==> src/pow_pkg.sv <==
package pow_pkg;

  // ----------------------------------------------------------------
  // register port
  // ----------------------------------------------------------------
  localparam int          ADDR_W      = 4;
  localparam int          DATA_W      = 16;
  localparam logic [3:0]  OFF_WORD    = 4'h0;
  localparam logic [3:0]  OFF_APPLIED = 4'h1;
  localparam logic [3:0]  OFF_STATUS  = 4'h2;
  localparam logic [3:0]  OFF_DUMMY   = 4'h3;

  // ----------------------------------------------------------------
  // power-on settings word layout
  // ----------------------------------------------------------------
  localparam int          DUMMY_MSB   = 15;
  localparam int          DUMMY_LSB   = 12;
  localparam int          XIP_MSB     = 11;
  localparam int          XIP_LSB     = 9;
  localparam int          DRV_MSB     = 8;
  localparam int          DRV_LSB     = 6;
  localparam int          HOLD_BIT    = 4;
  localparam int          QUAD_BIT    = 3;
  localparam int          DUAL_BIT    = 2;
  localparam int          SEG_BIT     = 1;
  localparam int          ADDR_BIT    = 0;
  localparam logic [15:0] WORD_RST    = 16'hffff;

  // ----------------------------------------------------------------
  // field encodings
  // ----------------------------------------------------------------
  localparam logic [3:0]  DUMMY_ZERO  = 4'h0;
  localparam logic [3:0]  DUMMY_MAX   = 4'hf;

  typedef enum logic [2:0] {
    POW_XIP_SINGLE   = 3'b000,
    POW_XIP_TWO_OUT  = 3'b001,
    POW_XIP_TWO_IO   = 3'b010,
    POW_XIP_FOUR_OUT = 3'b011,
    POW_XIP_FOUR_IO  = 3'b100,
    POW_XIP_OFF      = 3'b111
  } pow_xip_t;

  typedef enum logic [1:0] {
    POW_PROTO_EXT  = 2'b00,
    POW_PROTO_TWO  = 2'b01,
    POW_PROTO_FOUR = 2'b10
  } pow_proto_t;

  typedef enum logic [1:0] {
    POW_ST_INIT = 2'b00,
    POW_ST_LOAD = 2'b01,
    POW_ST_RUN  = 2'b10
  } pow_state_t;

  // ----------------------------------------------------------------
  // timing
  // ----------------------------------------------------------------
  localparam int          CLK_NS      = 50;
  localparam int          LOAD_NS     = 100;
  localparam int          LOAD_CYC    = (LOAD_NS + CLK_NS - 1) / CLK_NS;
  localparam int          SYNC_STAGES = 2;

endpackage : pow_pkg

==> src/pow_loader.sv <==
// Functional notes
// bit 4 low disables hold/reset function of the shared data line three
// bit 3 low starts four-line io protocol at next power-on
// bit 2 low starts two-line io protocol at next power-on
// both bits 3 and 2 low: four-line protocol wins
// bit 1 picks 128Mb half for 3-byte mode: 0 upper, 1 bottom
// bit 0 low gives 4-byte addresses, high gives 3-byte addresses
// bits 15:12 give default fast-read dummy count 1 to 15
// default dummy setting is safe at the 108 MHz maximum
// host must set enough dummy cycles for its clock rate
// host picks dummy per read type: 4 single, 10 four-line io
// bits 11:9 pick execute-in-place mode entered at power-on
// default bits 11:9 start extended protocol, execute-in-place off
// bits 8:6 give output driver strength, default 30 ohms
// dummy field 0000 acts as 1111
// stored word only sampled at power-on; later writes wait
//
// The register offsets and the plain strobed port are this design's own decisions.
`timescale 1ns/1ps
module pow_loader
  import pow_pkg::*;
(
  // system
  input  wire logic              clock,
  input  wire logic              rst_n,
  // register port
  input  wire logic [ADDR_W-1:0] addr,
  input  wire logic [DATA_W-1:0] wdata,
  input  wire logic              wr_en,
  input  wire logic              rd_en,
  output logic      [DATA_W-1:0] rdata,
  // pins
  input  wire logic              power_on_pin,
  input  wire logic              data_line_three_in,
  // applied settings
  output logic                   settings_valid,
  output logic      [3:0]        dummy_cycles,
  output logic                   execute_in_place_mode,
  output pow_xip_t               xip_kind,
  output logic      [2:0]        drive_strength,
  output logic                   hold_enable,
  output logic                   hold_asserted,
  output pow_proto_t             protocol,
  output logic                   bottom_segment,
  output logic                   four_byte_addr
);

  // ----------------------------------------------------------------
  // pin synchronisers
  // ----------------------------------------------------------------
  logic [1:0] pins_raw;
  logic [1:0] pins_sync;
  logic       por_sync;
  logic       dl3_sync;

  assign pins_raw = {power_on_pin, data_line_three_in};

  pow_sync #(
    .W (2)
  ) u_sync (
    .clock (clock),
    .rst_n (rst_n),
    .d     (pins_raw),
    .q     (pins_sync)
  );

  assign por_sync = pins_sync[1];
  assign dl3_sync = pins_sync[0];

  logic por_prev_ff;
  logic por_rise;

  always_ff @(posedge clock or negedge rst_n) begin
    if (!rst_n) begin
      por_prev_ff <= 1'b1;
    end else begin
      por_prev_ff <= por_sync;
    end
  end

  // a rising power-on pin stands for a fresh power-up
  assign por_rise = por_sync & ~por_prev_ff;

  // ----------------------------------------------------------------
  // register decode
  // ----------------------------------------------------------------
  logic sel_word;
  logic sel_applied;
  logic sel_status;
  logic sel_dummy;
  logic word_wr;

  assign sel_word    = (addr == OFF_WORD);
  assign sel_applied = (addr == OFF_APPLIED);
  assign sel_status  = (addr == OFF_STATUS);
  assign sel_dummy   = (addr == OFF_DUMMY);
  assign word_wr     = wr_en & sel_word;

  // ----------------------------------------------------------------
  // stored settings word
  // ----------------------------------------------------------------
  logic [DATA_W-1:0] stored_word;

  pow_store u_store (
    .clock (clock),
    .rst_n (rst_n),
    .wr_en (word_wr),
    .wdata (wdata),
    .rdata (stored_word)
  );

  // ----------------------------------------------------------------
  // power-on sequence
  // ----------------------------------------------------------------
  localparam logic [2:0] LOAD_LAST = 3'(LOAD_CYC - 1);

  pow_state_t state_ff;
  pow_state_t nxt_state;
  logic [2:0] cnt_ff;
  logic [2:0] nxt_cnt;
  logic       capture;

  // the wait lets a write landing just before the sequence settle
  always_comb begin
    nxt_state = state_ff;
    nxt_cnt   = cnt_ff;
    capture   = 1'b0;
    case (state_ff)
      POW_ST_INIT: begin
        nxt_state = POW_ST_LOAD;
        nxt_cnt   = 3'h0;
      end
      POW_ST_LOAD: begin
        if (cnt_ff == LOAD_LAST) begin
          capture   = 1'b1;
          nxt_state = POW_ST_RUN;
        end else begin
          nxt_cnt = cnt_ff + 3'h1;
        end
      end
      POW_ST_RUN: begin
        if (por_rise) begin
          nxt_state = POW_ST_LOAD;
          nxt_cnt   = 3'h0;
        end
      end
      default: begin
        nxt_state = POW_ST_INIT;
        nxt_cnt   = 3'h0;
      end
    endcase
  end

  always_ff @(posedge clock or negedge rst_n) begin
    if (!rst_n) begin
      state_ff <= POW_ST_INIT;
      cnt_ff   <= 3'h0;
    end else begin
      state_ff <= nxt_state;
      cnt_ff   <= nxt_cnt;
    end
  end

  // ----------------------------------------------------------------
  // field decode of the sampled word
  // ----------------------------------------------------------------
  logic [3:0] raw_dummy;
  logic [2:0] raw_xip;
  logic       xip_legal;
  logic       quad_req;
  logic       dual_req;
  logic [3:0] nxt_dummy;
  pow_xip_t   nxt_xip;
  pow_proto_t nxt_proto;

  assign raw_dummy = stored_word[DUMMY_MSB:DUMMY_LSB];
  assign raw_xip   = stored_word[XIP_MSB:XIP_LSB];

  // zero would mean no dummy at all; the slowest safe count is used
  assign nxt_dummy = (raw_dummy == DUMMY_ZERO) ? DUMMY_MAX
                                               : raw_dummy;

  // reserved codes fall back to execute-in-place off
  assign xip_legal = (raw_xip <= 3'(POW_XIP_FOUR_IO));
  assign nxt_xip   = xip_legal ? pow_xip_t'(raw_xip)
                               : POW_XIP_OFF;

  assign quad_req = ~stored_word[QUAD_BIT];
  assign dual_req = ~stored_word[DUAL_BIT];

  // four-line request checked first so it wins a tie
  assign nxt_proto = quad_req ? POW_PROTO_FOUR :
                     dual_req ? POW_PROTO_TWO  :
                                POW_PROTO_EXT;

  // ----------------------------------------------------------------
  // applied settings, changed only by a capture; valid_ff follows the sequence state
  // ----------------------------------------------------------------
  logic [DATA_W-1:0] applied_ff;
  logic [3:0]        dummy_ff;
  pow_xip_t          xip_ff;
  logic [2:0]        drv_ff;
  logic              hold_en_ff;
  pow_proto_t        proto_ff;
  logic              seg_ff;
  logic              addr4_ff;
  logic              valid_ff;
  logic              nxt_valid;
  logic              nxt_hold_en;
  logic              nxt_four;

  // next-cycle view, so hold never outlives valid or its enable
  assign nxt_valid   = (nxt_state == POW_ST_RUN);
  assign nxt_hold_en = capture ? stored_word[HOLD_BIT] : hold_en_ff;
  assign nxt_four    = capture ? (nxt_proto == POW_PROTO_FOUR)
                               : (proto_ff == POW_PROTO_FOUR);

  always_ff @(posedge clock or negedge rst_n) begin
    if (!rst_n) begin
      applied_ff <= WORD_RST;
      valid_ff   <= 1'b0;
    end else begin
      if (capture) begin
        applied_ff <= stored_word;
      end
      valid_ff <= nxt_valid;
    end
  end

  always_ff @(posedge clock or negedge rst_n) begin
    if (!rst_n) begin
      dummy_ff <= DUMMY_MAX;
    end else if (capture) begin
      dummy_ff <= nxt_dummy;
    end
  end

  always_ff @(posedge clock or negedge rst_n) begin
    if (!rst_n) begin
      xip_ff <= POW_XIP_OFF;
    end else if (capture) begin
      xip_ff <= nxt_xip;
    end
  end

  always_ff @(posedge clock or negedge rst_n) begin
    if (!rst_n) begin
      drv_ff <= WORD_RST[DRV_MSB:DRV_LSB];
    end else if (capture) begin
      drv_ff <= stored_word[DRV_MSB:DRV_LSB];
    end
  end

  always_ff @(posedge clock or negedge rst_n) begin
    if (!rst_n) begin
      hold_en_ff <= WORD_RST[HOLD_BIT];
    end else if (capture) begin
      hold_en_ff <= stored_word[HOLD_BIT];
    end
  end

  always_ff @(posedge clock or negedge rst_n) begin
    if (!rst_n) begin
      proto_ff <= POW_PROTO_EXT;
    end else if (capture) begin
      proto_ff <= nxt_proto;
    end
  end

  always_ff @(posedge clock or negedge rst_n) begin
    if (!rst_n) begin
      seg_ff <= WORD_RST[SEG_BIT];
    end else if (capture) begin
      seg_ff <= stored_word[SEG_BIT];
    end
  end

  always_ff @(posedge clock or negedge rst_n) begin
    if (!rst_n) begin
      addr4_ff <= ~WORD_RST[ADDR_BIT];
    end else if (capture) begin
      addr4_ff <= ~stored_word[ADDR_BIT];
    end
  end

  // ----------------------------------------------------------------
  // hold/reset function on data line three
  // ----------------------------------------------------------------
  logic hold_ff;

  // in four-line protocol the pin carries data, so no hold is seen
  always_ff @(posedge clock or negedge rst_n) begin
    if (!rst_n) begin
      hold_ff <= 1'b0;
    end else begin
      hold_ff <= nxt_hold_en & nxt_valid & ~dl3_sync
                 & ~nxt_four;
    end
  end

  // ----------------------------------------------------------------
  // read data
  // ----------------------------------------------------------------
  logic [DATA_W-1:0] status_word;
  logic [DATA_W-1:0] dummy_word;
  logic              change_pending;
  logic [DATA_W-1:0] rd_mux;
  logic [DATA_W-1:0] rdata_ff;

  // a write after the sequence shows here until the next power-on
  assign change_pending = (stored_word != applied_ff);

  assign status_word = {11'h000, change_pending,
                        (xip_ff != POW_XIP_OFF),
                        proto_ff, valid_ff};
  assign dummy_word  = {12'h000, dummy_ff};

  assign rd_mux = sel_word    ? stored_word :
                  sel_applied ? applied_ff  :
                  sel_status  ? status_word :
                  sel_dummy   ? dummy_word  :
                                16'h0000;

  // read data stand one cycle only; zero otherwise
  always_ff @(posedge clock or negedge rst_n) begin
    if (!rst_n) begin
      rdata_ff <= 16'h0000;
    end else begin
      rdata_ff <= rd_en ? rd_mux : 16'h0000;
    end
  end

  // ----------------------------------------------------------------
  // outputs
  // ----------------------------------------------------------------
  assign rdata                 = rdata_ff;
  assign settings_valid        = valid_ff;
  assign dummy_cycles          = dummy_ff;
  assign xip_kind              = xip_ff;
  assign execute_in_place_mode = (xip_ff != POW_XIP_OFF);
  assign drive_strength        = drv_ff;
  assign hold_enable           = hold_en_ff;
  assign hold_asserted         = hold_ff;
  assign protocol              = proto_ff;
  assign bottom_segment        = seg_ff;
  assign four_byte_addr        = addr4_ff;

endmodule : pow_loader

==> src/pow_sync.sv <==
`timescale 1ns/1ps
module pow_sync #(
  parameter int W = 1
) (
  // system
  input  wire logic         clock,
  input  wire logic         rst_n,
  // data
  input  wire logic [W-1:0] d,
  output logic      [W-1:0] q
);

  logic [W-1:0] meta_ff;
  logic [W-1:0] q_ff;

  // first stage feeds only the second
  always_ff @(posedge clock or negedge rst_n) begin
    if (!rst_n) begin
      meta_ff <= '1;
      q_ff    <= '1;
    end else begin
      meta_ff <= d;
      q_ff    <= meta_ff;
    end
  end

  assign q = q_ff;

endmodule : pow_sync

==> src/pow_store.sv <==
`timescale 1ns/1ps
module pow_store
  import pow_pkg::*;
(
  // system
  input  wire logic              clock,
  input  wire logic              rst_n,
  // write side
  input  wire logic              wr_en,
  input  wire logic [DATA_W-1:0] wdata,
  // registered read data
  output logic      [DATA_W-1:0] rdata
);

  logic [DATA_W-1:0] word_ff;
  logic [DATA_W-1:0] rdata_ff;

  // reset stands for the delivered state of the stored word
  always_ff @(posedge clock or negedge rst_n) begin
    if (!rst_n) begin
      word_ff  <= WORD_RST;
      rdata_ff <= WORD_RST;
    end else begin
      if (wr_en) begin
        word_ff <= wdata;
      end
      rdata_ff <= word_ff;
    end
  end

  assign rdata = rdata_ff;

endmodule : pow_store

==> config.mk <==
export PLATFORM = sky130hd
export DESIGN_NAME = pow_loader
export DESIGN_NICKNAME = d
export VERILOG_FILES = /design/src/pow_pkg.sv /design/src/pow_loader.sv /design/src/pow_sync.sv /design/src/pow_store.sv
export SDC_FILE = /design/constraint.sdc
export NUM_CORES = 1
export LEC_CHECK = 0
export ABC_CLOCK_PERIOD_IN_PS = 4000
export BUFFER_PORTS_ARGS = -buffer_cell sky130_fd_sc_hd__clkbuf_2
export CAP_MARGIN = 20
export CELL_PAD_IN_SITES_DETAIL_PLACEMENT = 1
export CELL_PAD_IN_SITES_GLOBAL_PLACEMENT = 2
export CORE_AREA = 2 2 98 100
export DETAILED_ROUTE_END_ITERATION = 8
export DIE_AREA = 0 0 100 102
export GPL_TIMING_DRIVEN = 0
export PLACE_DENSITY_LB_ADDON = 0.1
export SLEW_MARGIN = 20
export SYNTH_ARGS = -nofsm -noshare
export SYNTH_HDL_FRONTEND = slang
export SYNTH_SLANG_ARGS = --single-unit
==> constraint.sdc <==
create_clock -name clock -period 4 [get_ports clock]
set_input_delay 0.6 -clock clock [delete_from_list [all_inputs] [get_ports clock]]
set_output_delay 0.6 -clock clock [all_outputs]
set_load 0.01 [all_outputs]
==> summary.txt, run 1 <==
routability cong. = 0.757
Pins Over Slew Limit = 0
final worst path period share = 0.437
Synth Cell Area = 3590 um^2
Hold Fails Final Rpt = 0
Skew-Pair Late Insertion Delay = 360 ps
Critical Path End Type = primary output
final setup fails = 0
area of the multi-input gates = 1200 um^2
worst slack at placement = 1980 ps
Setup TNS = 0 ps
Critical Path RT = 3400 ps
first-pass GRT wire length = 12600 um
Area growth, synth to finish = 17.1%
GRT overflow = 0
# hold bufs at CTS = 0
sequential cell area = 2250 um^2
Die Height = 102 um
post-route cell area = 4200 um^2
total CTS buffers = 9
Vias/cell = 4.80
number of global-route vias before repair = 2403
status = finished, final reports clean
initial core utilization = 0.394
crit path time final = 1750 ps
DPL Wire Length = 5400 um
CTS clk-pin slew, worst paths = 90 ps
Residual DRC = 0
syn avg cell area = 12.2 um^2
Sw Ratio = 0.339
Iter 0 DRT Violations = 75
EDFF count, synth = 0
Power Total = 2.78 mW
CTS tree = built
CP arrival = 1150 ps
# resized after CTS = 0
Final Skew = 14.4 ps
# H-tree levels = 3
core area = 9110 um^2
largest net degree at the start of global routing = 88
drt first pass iters = 4
slew margin rel. = 0.542
sequential share of the synthesized area = 0.628
Port-buffer cells = 57
Crit Path Max Fanout = 4
GRT Util Overall = 0.162
Post-DRT Antenna Nets = 0
register share of total power = 0.523
Max clock buf depth = 2
fill count = 1010
DR vias = 2299
Synthesized Nets = 323
Cell Int Power = 1.84 mW
MaxCap Viol Count = 0
Post-Place Cells = 463
cell count after synthesis = 295
predominant post-synthesis flop cell = dfstp_2
Peak VDD IR = 0.243 mV
root buf cell = clkbuf_8
# diodes = 0
Post-CTS Setup Inserts = 0
Avg WL per Cell = 15.7 um
most frequent cells in the layout = 61 x nand2_1, 61 x dfstp_2, 56 x clkbuf_2
initial antenna violation count = 0
IO Pins = 60
RSZ-0062 raised after global routing = no
post-synthesis cell type count = 40
Clock Power Share = 0.203
Switch Pwr = 944 uW
Setup crit start kind = flop
critical setup path kind = reg2out
combinational power share = 0.274
Async S/R FF share, synth = 1.00
Yosys Warn Count = 0
Final Non-Filler Cells = 479
Pwr Density = 663 nW/um^2
drt total wl = 7510 um
clock sinks = 87
Worst Max-Slew Pin Slew = 687 ps
die width = 100 um
dpl cell area = 4020 um^2
area of the die = 10200 um^2
row count = 35
final net count = 391
fmax = 572 MHz
Leakage = 1.90 nW
worst min-delay path class = in2async
Setup WS post-layout = 2250 ps
count of state elements after synthesis = 87
share of layout cells above drive strength 1 = 0.451
-- critical path, stage by stage (launching register included) --
cell and delay (ps):
dfstp_2 570, buf_4 100, clkbuf_2 120
-- path summary, 6_finish.rpt --
path                       cells past startpoint                end                from  slack [ps]
min                                            1      hold_asserted               rst_n         240
max reg2reg                                    6     applied_ff[12]           cnt_ff[1]        2300
max in group asynchronous                      1        protocol[0]               rst_n        3230
max                                            2  drive_strength[0]       applied_ff[6]        2250
min reg2reg                                    0        u_sync.q[1]   u_sync.meta_ff[1]         360
min in group clock                             1  u_sync.meta_ff[0]  data_line_three_in         310
-- routing by layer --
metal	vias up	wire length, um	GRT usage
met5	-	0	0
met4	0	110	0.0695
met3	9	312	0.0267
met2	58	3260	0.243
met1	1111	3830	0.235
li1	1121	-	-
-- registers in the layout (all words and copies together) (netlist names) --
name,cells
state_ff,2
four_byte_addr,1
rdata,16
u_store.word_ff,16
u_store.rdata,16
hold_asserted,1
cnt_ff,3
protocol,2
applied_ff,16
hold_enable,1
xip_kind,3
u_sync.q,2
dummy_cycles,4
por_prev_ff,1
u_sync.meta_ff,2
settings_valid,1
-- power by group through the flow --
| stage | clock network (mW) | registers [mW] | logic (mW) |
|---|---|---|---|
| floorplan | 0 | 1.44 | 0.505 |
| global placement | 0 | 1.47 | 0.761 |
| detailed placement | 0 | 1.47 | 0.780 |
| CTS | 0.586 | 1.46 | 0.783 |
| global route | 0.622 | 1.50 | 0.871 |
| finish | 0.566 | 1.45 | 0.762 |
-- stage by stage --
step | hold WS [ps] | util
CTS | 285 | 0.461
finish | 236 | 0.461
global placement | 347 | 0.440
global route | 285 | 0.461
floorplan | 304 | -
detailed placement | 348 | 0.441
-- area by class of cell --
type | count | share of cell area
Inverter | 6 | 0.00537
Sequential cell | 87 | 0.537
Clock buffer | 10 | 0.0328
Tap cell | 111 | 0.0331
Timing Repair Buffer | 57 | 0.0700
Clock inverter | 6 | 0.00984
Buffer | 18 | 0.0253
Multi-Input combinational cell | 184 | 0.287
-- cell usage after synthesis, drive strengths merged, types with 2 or more instances --
cell / n / area [um^2]
nor2b: 12 / 75.1
xnor2: 17 / 149
nor4: 2 / 27.5
clkbuf: 7 / 26.3
nor2: 11 / 41.3
dfrtp: 26 / 651
a21oi: 5 / 25.0
dfstp: 61 / 1600
nor3: 6 / 30.0
a211oi: 4 / 30.0
nand4: 3 / 18.8
nand2b: 2 / 12.5
nand2: 62 / 235
nand3: 2 / 10.0
buf: 11 / 80.1
mux2: 16 / 218
o21ai: 13 / 65.1
inv: 6 / 22.5
mux2i: 4 / 40.0
ha: 2 / 25.0
a22oi: 11 / 82.6
-- cells by family after synthesis --
| family | synth area share |
|---|---|
| multiplexers | 0.0719 |
| buffers and inverters | 0.0359 |
| flip-flops | 0.628 |
| XOR/XNOR | 0.0440 |
| adder cells (fa/ha/maj) | 0.00698 |
| AND/OR/NAND/NOR | 0.141 |
| AO/OA/AOI/OAI | 0.0715 |
Power figures use the tool's default switching activity.
==> run 2, diff against run 1 <==
- ABC_CLOCK_PERIOD_IN_PS: 4000 -> 1750
- CORE_AREA: 2 2 98 100 -> 2 2 102 104
- DIE_AREA: 0 0 100 102 -> 0 0 104 106
- clock period: 4 -> 1.75 ns (I/O delays scaled with it)
==> run 2 against run 1 <==
Net effect: final cell count up 6.9%; count of clock-buffer cells in the layout up 1; design area up 3.4%; global-route usage down 0.85 points; largest power group unchanged.
==> summary.txt, run 2 (synthesized netlist as in run 1, its figures left out) <==
Sw Ratio = 0.330
drt total wl = 7860 um
Peak VDD IR = 0.617 mV
Final Util = 0.434
Pins Over Slew Limit = 0
GRT Util Overall = 0.154
final setup fails = 0
fmax = 611 MHz
Critical Path RT = 2020 ps
CTS clk-pin slew, worst paths = 100 ps
Leakage = 1.97 nW
IO Pins = 60
# diodes = 0
core area = 10000 um^2
Final Non-Filler Cells = 512
endpoint of the worst register-to-register path = hold_asserted
sequential cell area = 2250 um^2
MaxCap Viol Count = 0
critical setup path kind = reg2reg
RSZ-0062 raised after global routing = no
Vias/cell = 4.56
Iter 0 DRT Violations = 116
crit path time final = 1640 ps
most frequent cells in the layout = 61 x nand2_1, 61 x dfstp_2, 58 x clkbuf_2
fill count = 1115
largest net degree at the start of global routing = 88
root buf cell = clkbuf_8
DR vias = 2333
hold_sp = addr[1]
Pwr Density = 1540 nW/um^2
Setup TNS = 0 ps
Reg2Reg Depth = 7
CTS tree = built
combinational power share = 0.277
routability cong. = 0.750
Worst Hold Path Cells = 2
first-pass GRT wire length = 13000 um
Setup crit start kind = flop
Hold Fails Final Rpt = 0
row count = 37
worst min-delay path class = in2reg
Crit Path Max Fanout = 10
final worst path period share = 0.936
status = finished, final reports clean
DPL Wire Length = 5510 um
number of global-route vias before repair = 2480
Post-DRT Antenna Nets = 0
initial core utilization = 0.359
area of the die = 11000 um^2
Critical Path End Type = flop
initial antenna violation count = 0
total CTS buffers = 9
Residual DRC = 0
slew margin rel. = 0.558
Final Skew = 16.8 ps
Worst Hold End = rdata[3]
Skew-Pair Late Insertion Delay = 360 ps
Worst Max-Slew Pin Slew = 663 ps
Cell Int Power = 4.49 mW
Clock Power Share = 0.224
GRT overflow = 0
FF-to-FF Start = cnt_ff[1]
Switch Pwr = 2.21 mW
die width = 104 um
Worst R2R Setup Slack = 110 ps
area of the multi-input gates = 1200 um^2
Port-buffer cells = 57
smallest hold slack = 122 ps
drt first pass iters = 4
CP arrival = 1910 ps
share of layout cells above drive strength 1 = 0.460
Area growth, synth to finish = 21.1%
Post-Place Cells = 488
clock sinks = 87
Max clock buf depth = 2
register share of total power = 0.499
Avg WL per Cell = 15.3 um
Die Height = 106 um
final net count = 399
# H-tree levels = 3
## run 2: cell types whose count changed in the layout (fill, tap and decap cells not counted), sizes merged
| cell | before | now |
|---|---|---|
| bufinv | 0 | 1 |
| buf | 11 | 16 |
| clkinv | 2 | 1 |
| dlygate4sd3 | 0 | 3 |
| clkbuf | 74 | 75 |
| inv | 9 | 8 |
## run 2: critical path, cell delays in order (launching register included)
cell	delay, ps
dfrtp_1	380
inv_1	60
ha_1	170
nand4bb_1	100
buf_4	190
o31a_1	190
or2_2	310
a221oi_2	160
## run 2: through the flow
stage	setup WS (ps)	area [um^2]	power, mW
after floorplan	250	3590	4.45
after detailed placement	26.6	4050	5.17
after CTS	8.85	4300	6.70
final	112	4340	6.70
after global placement	-517	4040	5.10
after global routing	3.07	4340	7.19
## run 2: worst max path at each step
stage | from | to | slack (ps)
after CTS | cnt_ff[1] | hold_asserted | 9
after global placement | rst_n | rdata[6] | -520
final | cnt_ff[1] | hold_asserted | 110
after floorplan | cnt_ff[1] | hold_asserted | 250
after detailed placement | cnt_ff[1] | hold_asserted | 30
after global routing | cnt_ff[1] | hold_asserted | 3
## run 2: power groups by stage
stage	sequential, mW	clock (mW)	combinational (mW)
5_1_grt	3.44	1.64	2.12
6_report	3.34	1.50	1.86
2_1_floorplan	3.30	0	1.15
3_5_place_dp	3.37	0	1.79
3_3_place_gp	3.35	0	1.75
4_1_cts	3.34	1.56	1.81
## run 2: what timing repair did
item,4_1_cts,5_1_grt
setup endpoints to repair,0,30
buffers inserted,0,6
gates resized for setup,0,5
hold buffers,3,0
hold endpoints to repair,28,0
## run 2: cell type report
class | instances | share of cell area
tap | 136 | 0.0392
clock inverter | 5 | 0.0144
sequential | 87 | 0.519
timing repair buffer | 66 | 0.0850
multi-input combinational | 184 | 0.277
buffer | 17 | 0.0248
inverter | 6 | 0.00519
clock buffer | 11 | 0.0352
## run 2: routing by layer
layer	global-route usage	share of wire	up-vias
li1	-	-	1134
met1	0.217	0.50	1153
met2	0.234	0.47	44
met3	0.0392	0.033	2
met4	0.0463	0.0046	0
met5	0	0	-
==> run 3, diff against run 2 <==
- ABC_CLOCK_PERIOD_IN_PS: 1750 -> 2000
- CORE_AREA: 2 2 102 104 -> 2 2 98 100
- DIE_AREA: 0 0 104 106 -> 0 0 100 102
- clock period: 1.75 -> 2 ns (I/O delays scaled with it)
==> run 3 against run 2 <==
Net effect: count of clock-buffer cells in the layout fell by 1; largest cell class unchanged; global-route usage rose by 0.85 points; sequential share of layout area rose by 1.4 points; critical endpoint is now applied_ff[12]; critical path depth fell by 1; wire length fell by 4.0%; design area fell by 2.6%; power fell by 17%; core utilization rose by 3.0 points.
==> summary.txt, run 3 (synthesized netlist as in run 1, its figures left out) <==
final setup fails = 0
Residual DRC = 0
Pwr Density = 1320 nW/um^2
smallest hold slack = 164 ps
DPL Wire Length = 5400 um
metal2 WL = 3250 um
MaxCap Viol Count = 0
slowest cell on the critical path = nor4b_4
Peak VDD IR = 0.483 mV
die width = 100 um
fmax = 584 MHz
RSZ-0062 raised after global routing = no
most frequent cells in the layout = 61 x nand2_1, 61 x dfstp_2, 56 x clkbuf_2
CP Buf/Inv Count = 2
Worst R2R Setup Slack = 290 ps
core area = 9110 um^2
Critical Path RT = 2300 ps
# H-tree levels = 3
total CTS buffers = 9
Final Skew = 14.8 ps
crit path time final = 1710 ps
GRT overflow = 0
status = finished, final reports clean
Post-DRT Antenna Nets = 0
Critical Path End Type = flop
worst min-delay path class = in2reg
Setup crit start kind = flop
CP max stage delay = 520 ps
Vias/cell = 4.80
Setup WS post-layout = 289 ps
CP arrival = 2010 ps
Avg WL per Cell = 15.7 um
largest net degree at the start of global routing = 88
row count = 35
final worst path period share = 0.856
root buf cell = clkbuf_8
initial core utilization = 0.394
Setup TNS = 0 ps
share of layout cells above drive strength 1 = 0.447
worst slack at placement = 250 ps
slew margin rel. = 0.543
Critical Path, Cell by Cell = inv_1 > ha_1 > nor4b_4 > buf_2 > nand2_1 > nand2_1
CTS tree = built
crit-path most repeated cell = nand2_1
CTS clk-pin slew, worst paths = 90 ps
routability cong. = 0.757
Worst Max-Slew Pin Slew = 686 ps
critical setup path kind = reg2reg
Die Height = 102 um
# resized after CTS = 0
Port-buffer cells = 57
fill count = 1007
Max Used Layer = met4
Max clock buf depth = 2
initial antenna violation count = 0
Largest delay share family, worst path = simple AND/OR/NAND/NOR gates
Final Util = 0.464
drt first pass iters = 4
# diodes = 0
Leakage = 1.92 nW
Hold Fails Final Rpt = 0
Pins Over Slew Limit = 0
IO Pins = 60
number of global-route vias before repair = 2407
Area growth, synth to finish = 17.9%
DR vias = 2315
drt total wl = 7550 um
Iter 0 DRT Violations = 64
Crit Path Max Fanout = 10
Skew-Pair Late Insertion Delay = 360 ps
final net count = 394
area of the die = 10200 um^2
M1 wire length = 3840 um
clock sinks = 87
WL met3 = 317 um
first-pass GRT wire length = 12600 um
GRT Util Overall = 0.162
==> run 3: timing repair <==
action	4_1_cts	5_1_grt
hold endpoints to repair	13	0
hold buffers	3	0
setup buffers	0	0
==> run 3: worst paths after layout <==
path,startpoint,endpoint,cells after the start
worst max-delay path,cnt_ff[1],applied_ff[12],6
worst min-delay path,wdata[7],u_store.word_ff[7],2
worst max register to register,cnt_ff[1],applied_ff[12],6
worst min register to register,u_sync.meta_ff[1],u_sync.q[1],0
max in group asynchronous,rst_n,protocol[0],2
min in group asynchronous,rst_n,hold_asserted,2
==> run 3: area by class of cell <==
class / count / area [um^2] / share of cell area
clock inverter: 6 / 41.3 / 0.00977
timing repair buffer: 60 / 324 / 0.0767
buffer: 18 / 106 / 0.0252
clock buffer: 10 / 138 / 0.0326
tap: 111 / 139 / 0.0328
sequential: 87 / 2250 / 0.533
multi-input combinational: 184 / 1200 / 0.285
inverter: 6 / 22.5 / 0.00533
==> run 3: layer usage <==
layer  track usage  vias to the layer above
met5             0                        -
li1              -                     1125
met3        0.0267                       13
met4        0.0695                        0
met2         0.244                       62
met1         0.235                     1115
==> run 3: through the flow <==
stage          instance area, um^2  std cells  power, mW
3_3_place_gp                  4010        463       4.45
5_1_grt                       4230        482       5.99
3_5_place_dp                  4020        463       4.51
4_1_cts                       4230        482       5.66
6_report                      4230        482       5.57
2_1_floorplan                 3590        295       3.90
==> run 3: power by group <==
group,internal (mW),switching (mW)
clock,0.490,0.641
combinational,0.691,0.840
sequential,2.50,0.408
